[config.mk]
export PLATFORM = sky130hd
export DESIGN_NAME = vga_plane_rw_datapath
export DESIGN_NICKNAME = d
export VERILOG_FILES = /design/src/hdl/vga_rw_pkg.sv /design/src/hdl/vga_plane_rw_datapath.sv
export SDC_FILE = /design/constraint.sdc
export NUM_CORES = 1
export LEC_CHECK = 0
export BUFFER_PORTS_ARGS = -buffer_cell sky130_fd_sc_hd__buf_2
export CORE_MARGIN = 2
export CORE_UTILIZATION = 30
export CTS_BUF_LIST = sky130_fd_sc_hd__clkbuf_2 sky130_fd_sc_hd__clkbuf_4 sky130_fd_sc_hd__clkbuf_8
export CTS_CLUSTER_SIZE = 8
export DETAILED_ROUTE_END_ITERATION = 7
export PLACE_DENSITY = 0.53
export SLEW_MARGIN = 20
export SYNTH_ARGS = -nofsm -noshare
export SYNTH_HDL_FRONTEND = slang
export SYNTH_SLANG_ARGS = --single-unit
[constraint.sdc]
create_clock -name MCLK -period 17.65 [get_ports MCLK]
set_input_delay 4.4125 -clock MCLK [delete_from_list [all_inputs] [get_ports MCLK]]
set_output_delay 4.4125 -clock MCLK [all_outputs]
set_load 0.01 [all_outputs]
[src/hdl/vga_rw_pkg.sv]
// Constants for the byte-to-plane read/write datapath
`default_nettype none
package vga_rw_pkg;
  localparam int          REG_AW     = 8;
  // Register byte offsets
  localparam logic [7:0]  OFF_MODE   = 8'h00;
  localparam logic [7:0]  OFF_ROT    = 8'h04;
  localparam logic [7:0]  OFF_FILL   = 8'h08;
  localparam logic [7:0]  OFF_MASK   = 8'h0c;
  localparam logic [7:0]  OFF_MATCH  = 8'h10;
  localparam logic [7:0]  OFF_LATCH  = 8'h14;
  localparam logic [7:0]  OFF_STATUS = 8'h18;
  // Writable bits per register
  localparam logic [31:0] WMASK_MODE  = 32'h0000_003f;
  localparam logic [31:0] WMASK_ROT   = 32'h0000_001f;
  localparam logic [31:0] WMASK_FILL  = 32'h0000_00ff;
  localparam logic [31:0] WMASK_MASK  = 32'h0000_0fff;
  localparam logic [31:0] WMASK_MATCH = 32'h0000_03ff;
  // Reset values
  localparam logic [31:0] RST_MODE  = 32'h0000_0000;
  localparam logic [31:0] RST_ROT   = 32'h0000_0000;
  localparam logic [31:0] RST_FILL  = 32'h0000_0000;
  localparam logic [31:0] RST_MASK  = 32'h0000_0fff;
  localparam logic [31:0] RST_MATCH = 32'h0000_0000;
  // Field positions: mode register
  localparam int MODE_WM_LSB    = 0;
  localparam int MODE_RM_BIT    = 2;
  localparam int MODE_CHAIN4    = 3;
  localparam int MODE_ODDEVEN   = 4;
  localparam int MODE_PAGE_BIT  = 5;
  // Rotation control register
  localparam int ROT_AMT_LSB    = 0;
  localparam int ROT_ALU_LSB    = 3;
  // Fill register: value low nibble, select high nibble
  localparam int FILL_VAL_LSB   = 0;
  localparam int FILL_SEL_LSB   = 4;
  // Mask register: pixel mask byte, plane write enables above
  localparam int MASK_PIX_LSB   = 0;
  localparam int MASK_PWE_LSB   = 8;
  // Match register
  localparam int MATCH_COL_LSB  = 0;
  localparam int MATCH_IGN_LSB  = 4;
  localparam int MATCH_RPC_LSB  = 8;
  // Write modes
  localparam logic [1:0] WM_FILL_OR_HOST = 2'h0;
  localparam logic [1:0] WM_LATCH_COPY   = 2'h1;
  localparam logic [1:0] WM_COLOR        = 2'h2;
  localparam logic [1:0] WM_FILL_MASKED  = 2'h3;
  // Raster functions
  localparam logic [1:0] ALU_COPY = 2'h0;
  localparam logic [1:0] ALU_AND  = 2'h1;
  localparam logic [1:0] ALU_OR   = 2'h2;
  localparam logic [1:0] ALU_XOR  = 2'h3;
  // AXI responses
  localparam logic [1:0] RESP_OKAY   = 2'h0;
  localparam logic [1:0] RESP_SLVERR = 2'h2;
endpackage
`default_nettype wire

[src/hdl/vga_plane_rw_datapath.sv]
// Byte-to-plane read/write datapath with AXI4-Lite control registers
//
// Notes on behaviour
// - Write byte is rotated right by rotate_amount, zero to seven places.
// - Reads bypass the rotator entirely.
// - Every frame-buffer read loads all 32 bits into the display latch.
// - Mode 0: planes with fill select take fill value, others rotated byte.
// - Mode 1: all 32 bits come from the latch, host byte ignored.
// - Mode 2: host bits 0..3 each replicated across their plane byte.
// - Mode 3: planes filled from fill value; mask is rotated byte AND pixel mask.
// - Read mode 0 returns the byte of the plane chosen by read_plane_choice.
// - Four-plane interleave: address bits 1:0 choose the read plane.
// - Odd/even: address bit 0 replaces low bit of read_plane_choice.
// - Read mode 1: bit n set when every plane bit n equals match_color.
// - Planes flagged in match_plane_ignore always count as matching.
// - Raster ALU offers copy, AND, OR and XOR.
// - ALU operands are write-mode output and display latch.
// - ALU is bypassed in write mode 1.
// - Pixel mask bit n picks ALU output (1) or latch (0) in all planes.
// - Mode 1 applies no pixel mask; latch is written unchanged.
// - Zero pixel mask with copy writes the latch exactly.
// - Host side carries exactly one byte per access.
// - Write plane enables are plane_write_enable ANDed with address enables; reads enable all four planes.
`default_nettype none
module vga_plane_rw_datapath
  import vga_rw_pkg::*;
#(
  parameter int FB_AW = 16
) (
  input  wire logic              MCLK,
  input  wire logic              RST,
  input  wire logic [REG_AW-1:0] AWADDR,
  input  wire logic              AWVALID,
  output logic                   AWREADY,
  input  wire logic [31:0]       WDATA,
  input  wire logic [3:0]        WSTRB,
  input  wire logic              WVALID,
  output logic                   WREADY,
  output logic [1:0]             BRESP,
  output logic                   BVALID,
  input  wire logic              BREADY,
  input  wire logic [REG_AW-1:0] ARADDR,
  input  wire logic              ARVALID,
  output logic                   ARREADY,
  output logic [31:0]            RDATA,
  output logic [1:0]             RRESP,
  output logic                   RVALID,
  input  wire logic              RREADY,
  input  wire logic              HOST_REQ,
  input  wire logic              HOST_WE,
  input  wire logic [FB_AW-1:0]  HOST_ADDR,
  input  wire logic [7:0]        HOST_WDATA,
  output logic                   HOST_READY,
  output logic [7:0]             HOST_RDATA,
  output logic                   HOST_RVALID,
  output logic                   FB_REQ,
  output logic                   FB_WE,
  output logic [FB_AW-1:0]       FB_ADDR,
  output logic [3:0]             FB_BE,
  output logic [31:0]            FB_WDATA,
  input  wire logic              FB_GNT,
  input  wire logic              FB_RVALID,
  input  wire logic [31:0]       FB_RDATA
);

  typedef enum logic [1:0] {ST_IDLE, ST_WR_REQ, ST_RD_REQ, ST_RD_WAIT} state_t;

  function automatic logic [7:0] rotr8(input logic [7:0] d, input logic [2:0] r);
    logic [15:0] t;
    t = {d, d} >> r;
    return t[7:0];
  endfunction

  // Each nibble bit spread over its own plane byte
  function automatic logic [31:0] rep_bits(input logic [3:0] v);
    return {{8{v[3]}}, {8{v[2]}}, {8{v[1]}}, {8{v[0]}}};
  endfunction

  function automatic logic [31:0] rep_byte(input logic [7:0] v);
    return {4{v}};
  endfunction

  function automatic logic [31:0] merge_strb(input logic [31:0] old, input logic [31:0] nw,
                                             input logic [3:0] strb, input logic [31:0] wm);
    logic [31:0] m;
    m = {{8{strb[3]}}, {8{strb[2]}}, {8{strb[1]}}, {8{strb[0]}}} & wm;
    return (old & ~m) | (nw & m);
  endfunction

  logic [31:0]       mode_q;
  logic [31:0]       rot_q;
  logic [31:0]       fill_q;
  logic [31:0]       mask_q;
  logic [31:0]       match_q;
  logic [31:0]       latch_q;
  state_t            state_q;
  logic              aw_held_q;
  logic              w_held_q;
  logic [REG_AW-1:0] aw_addr_q;
  logic [31:0]       w_data_q;
  logic [3:0]        w_strb_q;
  logic              bvalid_q;
  logic [1:0]        bresp_q;
  logic              rvalid_q;
  logic [1:0]        rresp_q;
  logic [31:0]       rdata_q;
  logic              fb_req_q;
  logic              fb_we_q;
  logic [FB_AW-1:0]  fb_addr_q;
  logic [3:0]        fb_be_q;
  logic [31:0]       fb_wdata_q;
  logic [7:0]        host_rdata_q;
  logic              host_rvalid_q;

  // Field views
  logic [1:0] wm;
  logic       rm;
  logic       chain4;
  logic       oddeven;
  logic       page_bit;
  logic [2:0] rot_amt;
  logic [1:0] alu_fn;
  logic [3:0] fill_val;
  logic [3:0] fill_sel;
  logic [7:0] pix_mask;
  logic [3:0] pwe;
  logic [3:0] match_col;
  logic [3:0] match_ign;
  logic [1:0] rpc;

  assign wm        = mode_q[MODE_WM_LSB +: 2];
  assign rm        = mode_q[MODE_RM_BIT];
  assign chain4    = mode_q[MODE_CHAIN4];
  assign oddeven   = mode_q[MODE_ODDEVEN];
  assign page_bit  = mode_q[MODE_PAGE_BIT];
  assign rot_amt   = rot_q[ROT_AMT_LSB +: 3];
  assign alu_fn    = rot_q[ROT_ALU_LSB +: 2];
  assign fill_val  = fill_q[FILL_VAL_LSB +: 4];
  assign fill_sel  = fill_q[FILL_SEL_LSB +: 4];
  assign pix_mask  = mask_q[MASK_PIX_LSB +: 8];
  assign pwe       = mask_q[MASK_PWE_LSB +: 4];
  assign match_col = match_q[MATCH_COL_LSB +: 4];
  assign match_ign = match_q[MATCH_IGN_LSB +: 4];
  assign rpc       = match_q[MATCH_RPC_LSB +: 2];

  // AXI4-Lite slave
  logic        wr_fire;
  logic        wr_ok;
  logic [31:0] ar_data;
  logic        ar_ok;

  assign AWREADY = !aw_held_q && !bvalid_q;
  assign WREADY  = !w_held_q && !bvalid_q;
  assign ARREADY = !rvalid_q;
  assign BVALID  = bvalid_q;
  assign BRESP   = bresp_q;
  assign RVALID  = rvalid_q;
  assign RRESP   = rresp_q;
  assign RDATA   = rdata_q;
  assign wr_fire = aw_held_q && w_held_q && !bvalid_q;
  assign wr_ok   = (aw_addr_q == OFF_MODE) || (aw_addr_q == OFF_ROT) ||
                   (aw_addr_q == OFF_FILL) || (aw_addr_q == OFF_MASK) ||
                   (aw_addr_q == OFF_MATCH);

  // Address and data may arrive in either order
  always_ff @(posedge MCLK or posedge RST) begin
    if (RST) begin
      aw_held_q <= 1'b0;
      w_held_q  <= 1'b0;
      aw_addr_q <= '0;
      w_data_q  <= '0;
      w_strb_q  <= '0;
    end else begin
      if (AWVALID && AWREADY) begin
        aw_held_q <= 1'b1;
        aw_addr_q <= AWADDR;
      end else if (wr_fire) begin
        aw_held_q <= 1'b0;
      end
      if (WVALID && WREADY) begin
        w_held_q <= 1'b1;
        w_data_q <= WDATA;
        w_strb_q <= WSTRB;
      end else if (wr_fire) begin
        w_held_q <= 1'b0;
      end
    end
  end

  always_ff @(posedge MCLK or posedge RST) begin
    if (RST) begin
      bvalid_q <= 1'b0;
      bresp_q  <= RESP_OKAY;
    end else if (wr_fire) begin
      bvalid_q <= 1'b1;
      bresp_q  <= wr_ok ? RESP_OKAY : RESP_SLVERR;
    end else if (BREADY) begin
      bvalid_q <= 1'b0;
    end
  end

  always_ff @(posedge MCLK or posedge RST) begin
    if (RST) begin
      mode_q  <= RST_MODE;
      rot_q   <= RST_ROT;
      fill_q  <= RST_FILL;
      mask_q  <= RST_MASK;
      match_q <= RST_MATCH;
    end else if (wr_fire) begin
      case (aw_addr_q)
        OFF_MODE:  mode_q  <= merge_strb(mode_q, w_data_q, w_strb_q, WMASK_MODE);
        OFF_ROT:   rot_q   <= merge_strb(rot_q, w_data_q, w_strb_q, WMASK_ROT);
        OFF_FILL:  fill_q  <= merge_strb(fill_q, w_data_q, w_strb_q, WMASK_FILL);
        OFF_MASK:  mask_q  <= merge_strb(mask_q, w_data_q, w_strb_q, WMASK_MASK);
        OFF_MATCH: match_q <= merge_strb(match_q, w_data_q, w_strb_q, WMASK_MATCH);
        default:   mode_q  <= mode_q;
      endcase
    end
  end

  always_comb begin
    ar_data = '0;
    ar_ok   = 1'b1;
    case (ARADDR)
      OFF_MODE:   ar_data = mode_q;
      OFF_ROT:    ar_data = rot_q;
      OFF_FILL:   ar_data = fill_q;
      OFF_MASK:   ar_data = mask_q;
      OFF_MATCH:  ar_data = match_q;
      OFF_LATCH:  ar_data = latch_q;
      OFF_STATUS: ar_data = {23'h0, host_rdata_q, state_q != ST_IDLE};
      default:    ar_ok   = 1'b0;
    endcase
  end

  always_ff @(posedge MCLK or posedge RST) begin
    if (RST) begin
      rvalid_q <= 1'b0;
      rresp_q  <= RESP_OKAY;
      rdata_q  <= '0;
    end else if (ARVALID && ARREADY) begin
      rvalid_q <= 1'b1;
      rresp_q  <= ar_ok ? RESP_OKAY : RESP_SLVERR;
      rdata_q  <= ar_data;
    end else if (RREADY) begin
      rvalid_q <= 1'b0;
    end
  end

  // Write datapath
  logic [7:0]       rot_byte;
  logic [31:0]      wm_out;
  logic [7:0]       eff_mask;
  logic [31:0]      alu_out;
  logic [31:0]      wr_word;
  logic [3:0]       addr_be;
  logic [FB_AW-1:0] fb_addr_d;
  logic             host_take;

  assign host_take  = HOST_REQ && HOST_READY;
  assign HOST_READY = (state_q == ST_IDLE);

  always_comb begin
    // Rotation before write mode
    // rotate right
    rot_byte = rotr8(HOST_WDATA, rot_amt);
    eff_mask = pix_mask;
    wm_out   = '0;
    case (wm)
      WM_FILL_OR_HOST: wm_out = (rep_bits(fill_sel) & rep_bits(fill_val)) |
                                (~rep_bits(fill_sel) & rep_byte(rot_byte));
      WM_LATCH_COPY:   wm_out = latch_q;
      // Colour mode uses the unrotated host nibble
      // bit replication
      WM_COLOR:        wm_out = rep_bits(HOST_WDATA[3:0]);
      WM_FILL_MASKED: begin
        wm_out   = rep_bits(fill_val);
        eff_mask = rot_byte & pix_mask;
      end
      default:         wm_out = '0;
    endcase
    case (alu_fn)
      ALU_COPY: alu_out = wm_out;
      ALU_AND:  alu_out = wm_out & latch_q;
      ALU_OR:   alu_out = wm_out | latch_q;
      ALU_XOR:  alu_out = wm_out ^ latch_q;
      default:  alu_out = wm_out;
    endcase
    wr_word = (rep_byte(eff_mask) & alu_out) | (~rep_byte(eff_mask) & latch_q);
    if (wm == WM_LATCH_COPY) begin
      wr_word = latch_q;
    end
  end

  // Address-derived plane enables and frame-buffer address
  always_comb begin
    if (chain4) begin
      addr_be   = 4'h1 << HOST_ADDR[1:0];
      fb_addr_d = {HOST_ADDR[FB_AW-1:2], 2'b00};
    end else if (oddeven) begin
      addr_be   = HOST_ADDR[0] ? 4'ha : 4'h5;
      fb_addr_d = {HOST_ADDR[FB_AW-1:1], page_bit};
    end else begin
      addr_be   = 4'hf;
      fb_addr_d = HOST_ADDR;
    end
  end

  // Read datapath
  logic [1:0] rd_plane;
  logic [7:0] cmp_byte;

  always_comb begin
    if (chain4) begin
      rd_plane = HOST_ADDR[1:0];
    end else if (oddeven) begin
      rd_plane = {rpc[1], HOST_ADDR[0]};
    end else begin
      rd_plane = rpc;
    end
    for (int n = 0; n < 8; n++) begin
      cmp_byte[n] = &(~({FB_RDATA[24+n], FB_RDATA[16+n], FB_RDATA[8+n], FB_RDATA[n]} ^
                        match_col) | match_ign);
    end
  end

  // Host sequencing
  // Host address is sampled only at the take edge; it may change afterwards
  always_ff @(posedge MCLK or posedge RST) begin
    if (RST) begin
      state_q <= ST_IDLE;
    end else begin
      case (state_q)
        ST_IDLE:    if (host_take) state_q <= HOST_WE ? ST_WR_REQ : ST_RD_REQ;
        ST_WR_REQ:  if (FB_GNT) state_q <= ST_IDLE;
        ST_RD_REQ:  if (FB_GNT) state_q <= ST_RD_WAIT;
        ST_RD_WAIT: if (FB_RVALID) state_q <= ST_IDLE;
        default:    state_q <= ST_IDLE;
      endcase
    end
  end

  logic [1:0] rd_plane_q;

  always_ff @(posedge MCLK or posedge RST) begin
    if (RST) begin
      fb_req_q   <= 1'b0;
      fb_we_q    <= 1'b0;
      fb_addr_q  <= '0;
      fb_be_q    <= 4'h0;
      fb_wdata_q <= '0;
      rd_plane_q <= 2'h0;
    end else if (host_take) begin
      fb_req_q   <= 1'b1;
      fb_we_q    <= HOST_WE;
      fb_addr_q  <= fb_addr_d;
      rd_plane_q <= rd_plane;
      fb_be_q    <= HOST_WE ? (addr_be & pwe) : 4'hf;
      fb_wdata_q <= HOST_WE ? wr_word : 32'h0;
    end else if (FB_GNT) begin
      fb_req_q <= 1'b0;
    end
  end

  assign FB_REQ   = fb_req_q;
  assign FB_WE    = fb_we_q;
  assign FB_ADDR  = fb_addr_q;
  assign FB_BE    = fb_be_q;
  assign FB_WDATA = fb_wdata_q;

  logic [7:0] rd_sel;
  assign rd_sel = rm ? cmp_byte : FB_RDATA[8*rd_plane_q +: 8];

  always_ff @(posedge MCLK or posedge RST) begin
    if (RST) begin
      latch_q       <= '0;
      host_rdata_q  <= 8'h0;
      host_rvalid_q <= 1'b0;
    end else begin
      host_rvalid_q <= 1'b0;
      if (state_q == ST_RD_WAIT && FB_RVALID) begin
        latch_q       <= FB_RDATA;
        host_rdata_q  <= rd_sel;
        host_rvalid_q <= 1'b1;
      end
    end
  end

  assign HOST_RDATA  = host_rdata_q;
  assign HOST_RVALID = host_rvalid_q;

  logic       rd_ret;
  logic [7:0] rot_ref;
  assign rd_ret  = (state_q == ST_RD_WAIT) && FB_RVALID;
  assign rot_ref = 8'((HOST_WDATA >> rot_amt) | (HOST_WDATA << (4'd8 - {1'b0, rot_amt})));
endmodule
`default_nettype wire

# Word level (Yosys, flattened, before mapping)
# Cells that the tools add are included.
# Widths: inputs -> output; s select.
# totals
output_inout_bits,105
reg_bits,341
elab_cells,185
# classes
n_bitwise,57
n_eq_ne,23
n_mux,34
shift,3
reduce_logical,43
# op_table
operator,count
$and 32x32->32,10
$or 32x32->32,8
$pmux 32 s4,2
$pmux 32 s7,1
$mux 32,2
$not 32->32,2
$reduce_and 4->1,9
$and 32x10->32,1
$and 32x12->32,1
$and 32x5->32,1
$and 32x6->32,1
$and 32x8->32,1
$eq 8x4->1 const B,4
$eq 8x5->1 const B,4
$not 10->32,1
$not 12->32,1
$not 4->4,8
$not 5->32,1
$not 6->32,1
$not 8->32,1
$or 4x4->4,8
$shiftx 32x6->8,1
$xor 32x32->32,1
$xor 4x4->4,8
22 further kinds,82

# Depth between registers and ports, before layout
# Gate-level depths: netlist of the first run.
# depth
depth_word,10
depth_mapped,11
ltp_nobuf,10

# Worst setup path before layout of the first run
# No wires, ideal clock.
# synth_timing
kind,in2reg
start,input HOST_WDATA[2]
end,"register fb_wdata_q[4], in the netlist FB_WDATA[4]"
t_arrival_ps,6685
stages,10
slack_ps,10844
required_ps,17528
setup_time_ps,122
path_cell_list,mux2i_1 > a222oi_1 > nand2_1 > o21ai_0 > nand2_1 > ha_1 > mux2_2 > a221oi_1 > nand3_1 > a32o_1
# synth_between
elab_chain_len,10
# synth_rtl
item,line,source
start: declaration,vga_plane_rw_datapath.sv:52,"input wire logic [7:0] HOST_WDATA,"
$shr 16x3->8 (*),vga_plane_rw_datapath.sv:70,"t = {d, d} >> r;"
$and 32x32->32,vga_plane_rw_datapath.sv:271,(~rep_bits(fill_sel) & rep_byte(rot_byte));
$or 32x32->32,vga_plane_rw_datapath.sv:270,WM_FILL_OR_HOST: wm_out = (rep_bits(fill_sel) & rep_bits(fill_val)) |
$pmux 32 s4,vga_plane_rw_datapath.sv:269,case (wm)
$xor 32x32->32 (tied with other cells),vga_plane_rw_datapath.sv:286,ALU_XOR: alu_out = wm_out ^ latch_q;
$pmux 32 s4,vga_plane_rw_datapath.sv:282,case (alu_fn)
$and 32x32->32,vga_plane_rw_datapath.sv:289,wr_word = (rep_byte(eff_mask) & alu_out) | (~rep_byte(eff_mask) & latch_q);
$or 32x32->32 (*),vga_plane_rw_datapath.sv:289,
$mux 32 (*),vga_plane_rw_datapath.sv:290,if (wm == WM_LATCH_COPY) begin
$mux 32 (*),vga_plane_rw_datapath.sv:359,fb_wdata_q <= HOST_WE ? wr_word : 32'h0;
end signal: assignment,vga_plane_rw_datapath.sv:359,
end: declaration,vga_plane_rw_datapath.sv:111,logic [31:0] fb_wdata_q;
# Every way passes the cells marked *; elsewhere a longest branch is shown, timed or not.
# A chain may end at the register's enable or synchronous reset.

# Final worst setup path of the first run
# layout_timing
start,input HOST_WDATA[6]
end,"register fb_wdata_q[8], in the netlist FB_WDATA[8]"
# The elaborated chain is that of the path after synthesis.

==> results of run 1 <==
## area by class of cell
class / instances / area share (%)
Inverter: 40 / 1.09
Tap cell: 539 / 4.64
Antenna cell: 1 / 0.0172
Clock buffer: 18 / 1.71
Sequential cell: 200 / 34.6
Clock inverter: 14 / 1.09
Multi-Input combinational cell: 940 / 49.1
Timing Repair Buffer: 214 / 7.77
## power groups by stage
stage          sequential [uW]  clock, uW  combinational (uW)
2_1_floorplan              746          0                 641
3_3_place_gp               838          0                 868
3_5_place_dp               843          0                 898
4_1_cts                    833        329                 903
5_1_grt                    852        348                1010
6_report                   832        316                 903
## synthesized netlist by cell type (16+ instances only)
master,instances
o21ai_0,48
nand4_1,35
nand3_1,37
nand2_1,157
mux2_2,138
and2_1,40
nor2_1,58
xnor2_1,32
ha_1,64
a32o_1,32
mux2i_1,49
a22o_1,21
a21oi_1,49
clkbuf_1,50
inv_1,40
a221oi_1,35
dfrtp_1,188
o22ai_1,16
## layout by cell type (no fill, tap or decap), types with 9 or more instances in the layout
cell,instances
and2_1,40
a221oi_1,35
clkbuf_8,18
dfrtp_1,185
o22ai_1,16
o21a_1,9
nor2_1,57
a22o_1,21
buf_2,199
nand2_1,156
mux2i_1,49
ha_1,64
buf_4,14
mux2_2,138
dfstp_2,12
xnor2_1,32
nand4_1,35
a32o_1,32
o21ai_0,48
inv_1,39
a222oi_1,9
nand3_1,36
a21oi_1,49
o21ai_1,11
nor2b_1,12
## kinds of logic after synthesis
logic type                 Yosys count  share of synthesized area [%]
and+or+nand+nor                    370                           14.0
other                                1                         0.0295
adders and majority gates           64                           6.29
buffers and inverters              123                           4.79
xor gates and xnor gates            32                           2.20
muxes                              195                           17.5
AOI/OAI and AO/OA                  277                           15.8
DFF                                200                           39.4
## final timing paths
| path | cells past startpoint | to | slack (ps) |
|---|---|---|---|
| max | 11 | FB_WDATA[8]$_DFFE_PP0P_ | 10370 |
| min | 2 | FB_ADDR[9]$_DFFE_PP0P_ | 480 |
| max reg2reg | 10 | FB_WDATA[8]$_DFFE_PP0P_ | 13520 |
| min reg2reg | 2 | FB_ADDR[9]$_DFFE_PP0P_ | 480 |
| max in group asynchronous | 4 | FB_WDATA[29]$_DFFE_PP0P_ | 12410 |
| min in group asynchronous | 2 | RVALID$_DFFE_PP0P_ | 4070 |
## worst min-delay path, cell delays in order, from the launching register on
cell and delay, ps:
dfrtp_1 350, nand2_1 50, nand2_1 50
## stage by stage
stage / hold WS, ps / setup slack (ps) / total power [uW] / cells
after global placement: 456 / 10040 / 1710 / 1932
final: 481 / 10370 / 2050 / 1966
after floorplan: 472 / 7800 / 1390 / 1263
after CTS: 491 / 10590 / 2060 / 1964
after detailed placement: 459 / 10030 / 1740 / 1932
after global routing: 516 / 10270 / 2200 / 1965
## metal layers
layer  global-route usage [%]  wire, microns
met3                     4.69           3110
met4                     8.63           1710
met2                     32.5          21100
met1                     27.7          19700
met5                        0              7
==> impl_results.md, run 1 <==
* Status: finished, final reports clean
* Setup crit end kind: flip-flop
* Sw Pwr at 903 uW
* Multi-input gate area at around 0.0071 sq mm
* Drt pass-1 iters at 5
* Fin crit share at 41.3%
* Largest net degree at the start of global routing at 126
* Switching Share at around 44%
* Max-slew headroom at between 20% and 30%
* Drt first-iter violations at 958
* Worst Tran Pin Value at 1140 ps
* Library cells used by synthesis at 62
* Area Overhead vs Synth at 14.1%
* Die area at about 0.044 sq mm
* CP Class: input pin to flip-flop
* Most common cell on crit path: nand2_1
* Crit-path max cell delay at approximately 1000 ps
* CTS tree: done
* Final Max Slew Viols at 0
* Antenna violations before repair at 2
* Drt via density at around 5.5
* WP buf/inv at 1
* Register area share after synthesis at 39.4%
* Combinational share of power at 44.0%
* Worst Setup SP: HOST_WDATA[6]
* WL final at around 46,000 microns
* Syn avg cell area at 10.1 sq um
* Mapped Cells at between 1,000 and 1,500
* Hold Vio Cnt, Final at 0
* CTS root buf: clkbuf_8
* Nets at about 1,600
* Clock Path Buffers at 2
* Post-CTS sizing at 0
* IR drop worst, VDD at about 0.000074 V
* Top FF cell, synth: dfrtp_1
* Hold path start: FB_ADDR[9]$_DFFE_PP0P_
* Critical-path top delay cell: a222oi_1
* CTS Hold Buffers Added at 0
* Synth Warn # at 0
* Port Buf Inserts at 199
* Post-Syn Area at 0.0127 sq mm
* Post-synth EDFFs at 0
* Worst setup SP type: input pin
* Finish-stage setup viols at 0
* H-tree lvl count at 4
* Die Ht at 210 microns
* Delay-heaviest family, CP: compound AO/OA/AOI/OAI gates
* Site Rows at 75
* Share of layout cells above drive strength 1 at between 30% and 40%
* Vias in the first global route at 10,600
* TritonCTS Sinks at 200
* Fin Setup TNS at 0 ps
* Yosys top cell by area: dfrtp_1
* Vias at between 10,000 and 15,000
* Seq cells post-synth at 200
* CP required at between 15,000 and 20,000 ps
* RSZ-0062 raised after global routing: false
* Die width at around 210 microns
* RePlAce Congestion at between 0.8 and 0.9
* Total GRT Usage at about 21%
* Setup bufs post-CTS at 0
* Initial Util at a little under a third
* Clock share of power at between 10% and 20%
* DR WL/cell at 23.2 microns
* Sequential share of power at 40.6%
* CTS Buf Count at 17
* Min Clock Period, post-route at between 7000 and 8000 ps
* # fillers at 4,268
* Hold Crit Class: flip-flop to flip-flop
* Post-DP HPWL at around 33,000 microns
* Pwr/cell area at roughly 140 mW/mm^2
* Crit path cell chain: buf_2, mux2i_1, a222oi_1, nand2_1, o21ai_1, nand2_1, ha_1, mux2_2, a221oi_1, nand3_1, a32o_1
* First-pass GRT wire length at between 60,000 and 70,000 microns
* Fin area at 0.0145 sq mm
* Antenna viol nets, final at 0
* CP Data Arrival Time at between 7000 and 8000 ps
* Core Util, Final at 34.6%
* Clock skew at between 20 and 30 ps
* Grt ovf at 0
* Clk_lat worst skew at between 500 and 600 ps
* Max cap viols at 0
* Placed cell area at ~0.014 sq mm
* Drc violations at 0
* Fmax at 137 MHz
* Maximum fanout along the worst path at 7
* Synth top area cells: dfrtp_1, mux2_2, ha_1
* Internal power at between 1000 and 1500 uW
* Core Area at 0.0419 sq mm
* Synth async-reset ratio at 100%
* # IOs at 224
* Leak at ~0.0067 uW
* Post-synth top area share at 36.9%
* Register area at 0.00502 sq mm
* Clock transition at path regs at 110 ps
No activity file was read; power rests on OpenSTA's default activity.
==> run 2: changes to the inputs <==
==> constraint.sdc (replaced) <==
create_clock -name MCLK -period 6.9 [get_ports MCLK]
set_input_delay 1.725 -clock MCLK [delete_from_list [all_inputs] [get_ports MCLK]]
set_output_delay 1.725 -clock MCLK [all_outputs]
set_load 0.01 [all_outputs]
==> impl_results.md, run 2 (synthesis results as in run 1) <==
* Antenna viol nets, final at 0 (unchanged)
* Post-CTS sizing at 0 (unchanged)
* Fin Setup TNS at 0 ps (unchanged)
* Die Ht at 210 microns (unchanged)
* Final Max Slew Viols at 0 (unchanged)
* Vias in the first global route at 11,000 (+3.7%)
* Pwr/cell area at 363 mW/mm^2 (+160%)
* RSZ-0062 raised after global routing: false
* CTS tree: done
* Setup bufs post-CTS at 0 (unchanged)
* CTS root buf: clkbuf_8
* Critical-path top delay cell: a222oi_1
* H-tree lvl count at 4 (unchanged)
* Worst Tran Pin Value at 1210 ps (+77.7 ps)
* CP Data Arrival Time at 5100 ps (-2580 ps)
* Clock Path Buffers at 2 (unchanged)
* Tot Pwr at 5270 uW (+160%)
* R2r setup slk at 2640 ps (-10,880 ps)
* Largest net degree at the start of global routing at 152 (+21%)
* Nets at 1,596 (unchanged)
* Setup crit end kind: flip-flop
* Antenna violations before repair at 2 (unchanged)
* CP required at 7330 ps (-10,710 ps)
* Register area at 0.00502 sq mm (about the same)
* Area Overhead vs Synth at 14.1% (unchanged)
* GRT Max-Usage Layer: met2
* TritonCTS Sinks at 200 (unchanged)
* Drt first-iter violations at 833 (-13%)
* Combinational share of power at 44.0% (about the same)
* RePlAce Congestion at 0.865 (-0.53%)
* Status: finished, final reports clean
* Clock skew at 16.7 ps (-10.3 ps)
* Drt via density at 5.58 (+1.0%)
* Core Area at 0.0419 sq mm (unchanged)
* Initial Util at 30.4% (unchanged)
* Sequential share of power at 40.6% (about the same)
* Site Rows at 75 (unchanged)
* CTS Hold Buffers Added at 0 (unchanged)
* Switching Share at 44.3% (+0.27 points)
* Commonest non-fill, non-tap cells in the layout: buf_2, dfrtp_1, nand2_1
* Pre-CTS WS at 1910 ps (-8110 ps)
* Die area at 0.0441 sq mm (unchanged)
* Worst setup SP type: input pin
* Core Util, Final at 34.6% (unchanged)
* Clock transition at path regs at 110 ps (about the same)
* Die width at 210 microns (unchanged)
* CTS Buf Count at 17 (unchanged)
* Max-slew headroom at 19.0% (-5.2 points)
* WL final at 46,000 microns (+0.93%)
* Hold Vio Cnt, Final at 0 (unchanged)
* IR drop worst, VDD at 0.000206 V (+180%)
* Crit-path max cell delay at 1100 ps (+60 ps)
* # IOs at 224 (unchanged)
* DR WL/cell at 23.4 microns (+0.93%)
* Fin crit share at a little under 70%
* Share of layout cells above drive strength 1 at 30.4% (+0.070 points)
* Crit path cell chain: buf_2, mux2i_1, a222oi_1, nand2_1, o21ai_1, nand2_1, ha_1, mux2_2, a221oi_1, nand3_1, a32o_1
* Met2 usage at 32.8% (+0.33 points)
* Post-DP HPWL at 33,600 microns (+0.78%)
* Worst Setup Slack, final at 2230 ps (-8140 ps)
* Drt pass-1 iters at 8 (+3)
* Vias at 11,000 (+1.0%)
* Min Clock Period, post-route at between 4000 and 5000 ps
* Max cap viols at 0 (unchanged)
* Multi-input gate area at 0.00714 sq mm (+0.14%)
* Grt ovf at 0 (unchanged)
* Commonest non-fill, non-tap cell in the layout: buf_2
* Internal power at 2940 uW (+160%)
* GR Layer Usage met3 at 4.42% (-0.27 points)
* Hold Crit Class: flip-flop to flip-flop
* Sw Pwr at 2340 uW (+160%)
* First-pass GRT wire length at 69,500 microns (+1.7%)
* Leak at 0.00670 uW (about the same)
* Fmax at between 200 and 250 MHz
* Clock share of power at 15.4% (about the same)
* Port Buf Inserts at 199 (unchanged)
* # fillers at 4,303 (+0.82%)
* CP Class: input pin to flip-flop
* Grt met1 use at 28.1% (+0.39 points)
* Most common cell on crit path: nand2_1
* Total GRT Usage at 21.0% (+0.22 points)
* Clk_lat worst skew at 530 ps (about the same)
* Maximum fanout along the worst path at 7 (unchanged)
* Drc violations at 0 (unchanged)
* Finish-stage setup viols at 0 (unchanged)
==> run 2: cell types whose count changed in the layout (fill, tap and decap cells not counted), moves of 2 or more <==
cell / previous run / this run
inv_6: 1 / 5
a211oi_2: 2 / 4
inv_8: 6 / 3
a211oi_1: 2 / 0
==> run 2: per-stage QoR <==
step	hold WS, ps	instances	cell area (sq um)
4_1_cts	485	1965	14500
3_3_place_gp	454	1933	14100
3_5_place_dp	457	1933	14100
2_1_floorplan	472	1263	12700
5_1_grt	498	1965	14500
6_report	487	1966	14500
==> run 2: path summary, 6_finish.rpt <==
check | from | to | cells after the start
setup / recovery | HOST_WDATA[6] | FB_WDATA[8]$_DFFE_PP0P_ | 11
hold / removal | FB_ADDR[1]$_DFFE_PP0P_ | FB_ADDR[1]$_DFFE_PP0P_ | 2
setup reg to reg | flip-flop | FB_WDATA[8]$_DFFE_PP0P_ | 10
hold reg to reg | FB_ADDR[1]$_DFFE_PP0P_ | FB_ADDR[1]$_DFFE_PP0P_ | 2
max in group asynchronous | RST | FB_WDATA[16]$_DFFE_PP0P_ | 4
min in group asynchronous | RST | w_data_q[11]$_DFFE_PP0P_ | 3
==> run 2: worst max-delay path, delay by kind of cell <==
| family | cells | cell delay [ps] |
|---|---|---|
| buffers and inverters | 1 | 90 |
| and+or+nand+nor | 3 | 660 |
| adders and majority gates | 1 | 290 |
| AOI/OAI and AO/OA | 4 | 1920 |
| muxes | 2 | 410 |
==> run 2: routing by layer <==
metal / part of all wire (%) / up-vias / wire length [microns]
li1: - / 4983 / -
met1: 43 / 5466 / 19700
met2: 47 / 452 / 21400
met3: 6.9 / 72 / 3180
met4: 3.8 / 2 / 1760
met5: 0.024 / - / 11
==> run 2: power by group through the flow <==
| stage | registers [uW] | logic [uW] | clock network (uW) |
|---|---|---|---|
| floorplan | 1910 | 1640 | 0 |
| global placement | 2150 | 2220 | 0 |
| detailed placement | 2170 | 2310 | 0 |
| CTS | 2140 | 2320 | 847 |
| global route | 2190 | 2600 | 880 |
| finish | 2140 | 2320 | 813 |
==> run 2: final cells by class <==
class | count | share of cell area, %
multi-input cells | 940 | 49.2
flip-flops and latches | 200 | 34.6
repair buffers | 214 | 7.72
well taps | 539 | 4.64
clock buffers | 17 | 1.61
clock inverters | 15 | 1.20
inverters | 40 | 1.06
diodes | 1 | 0.0172
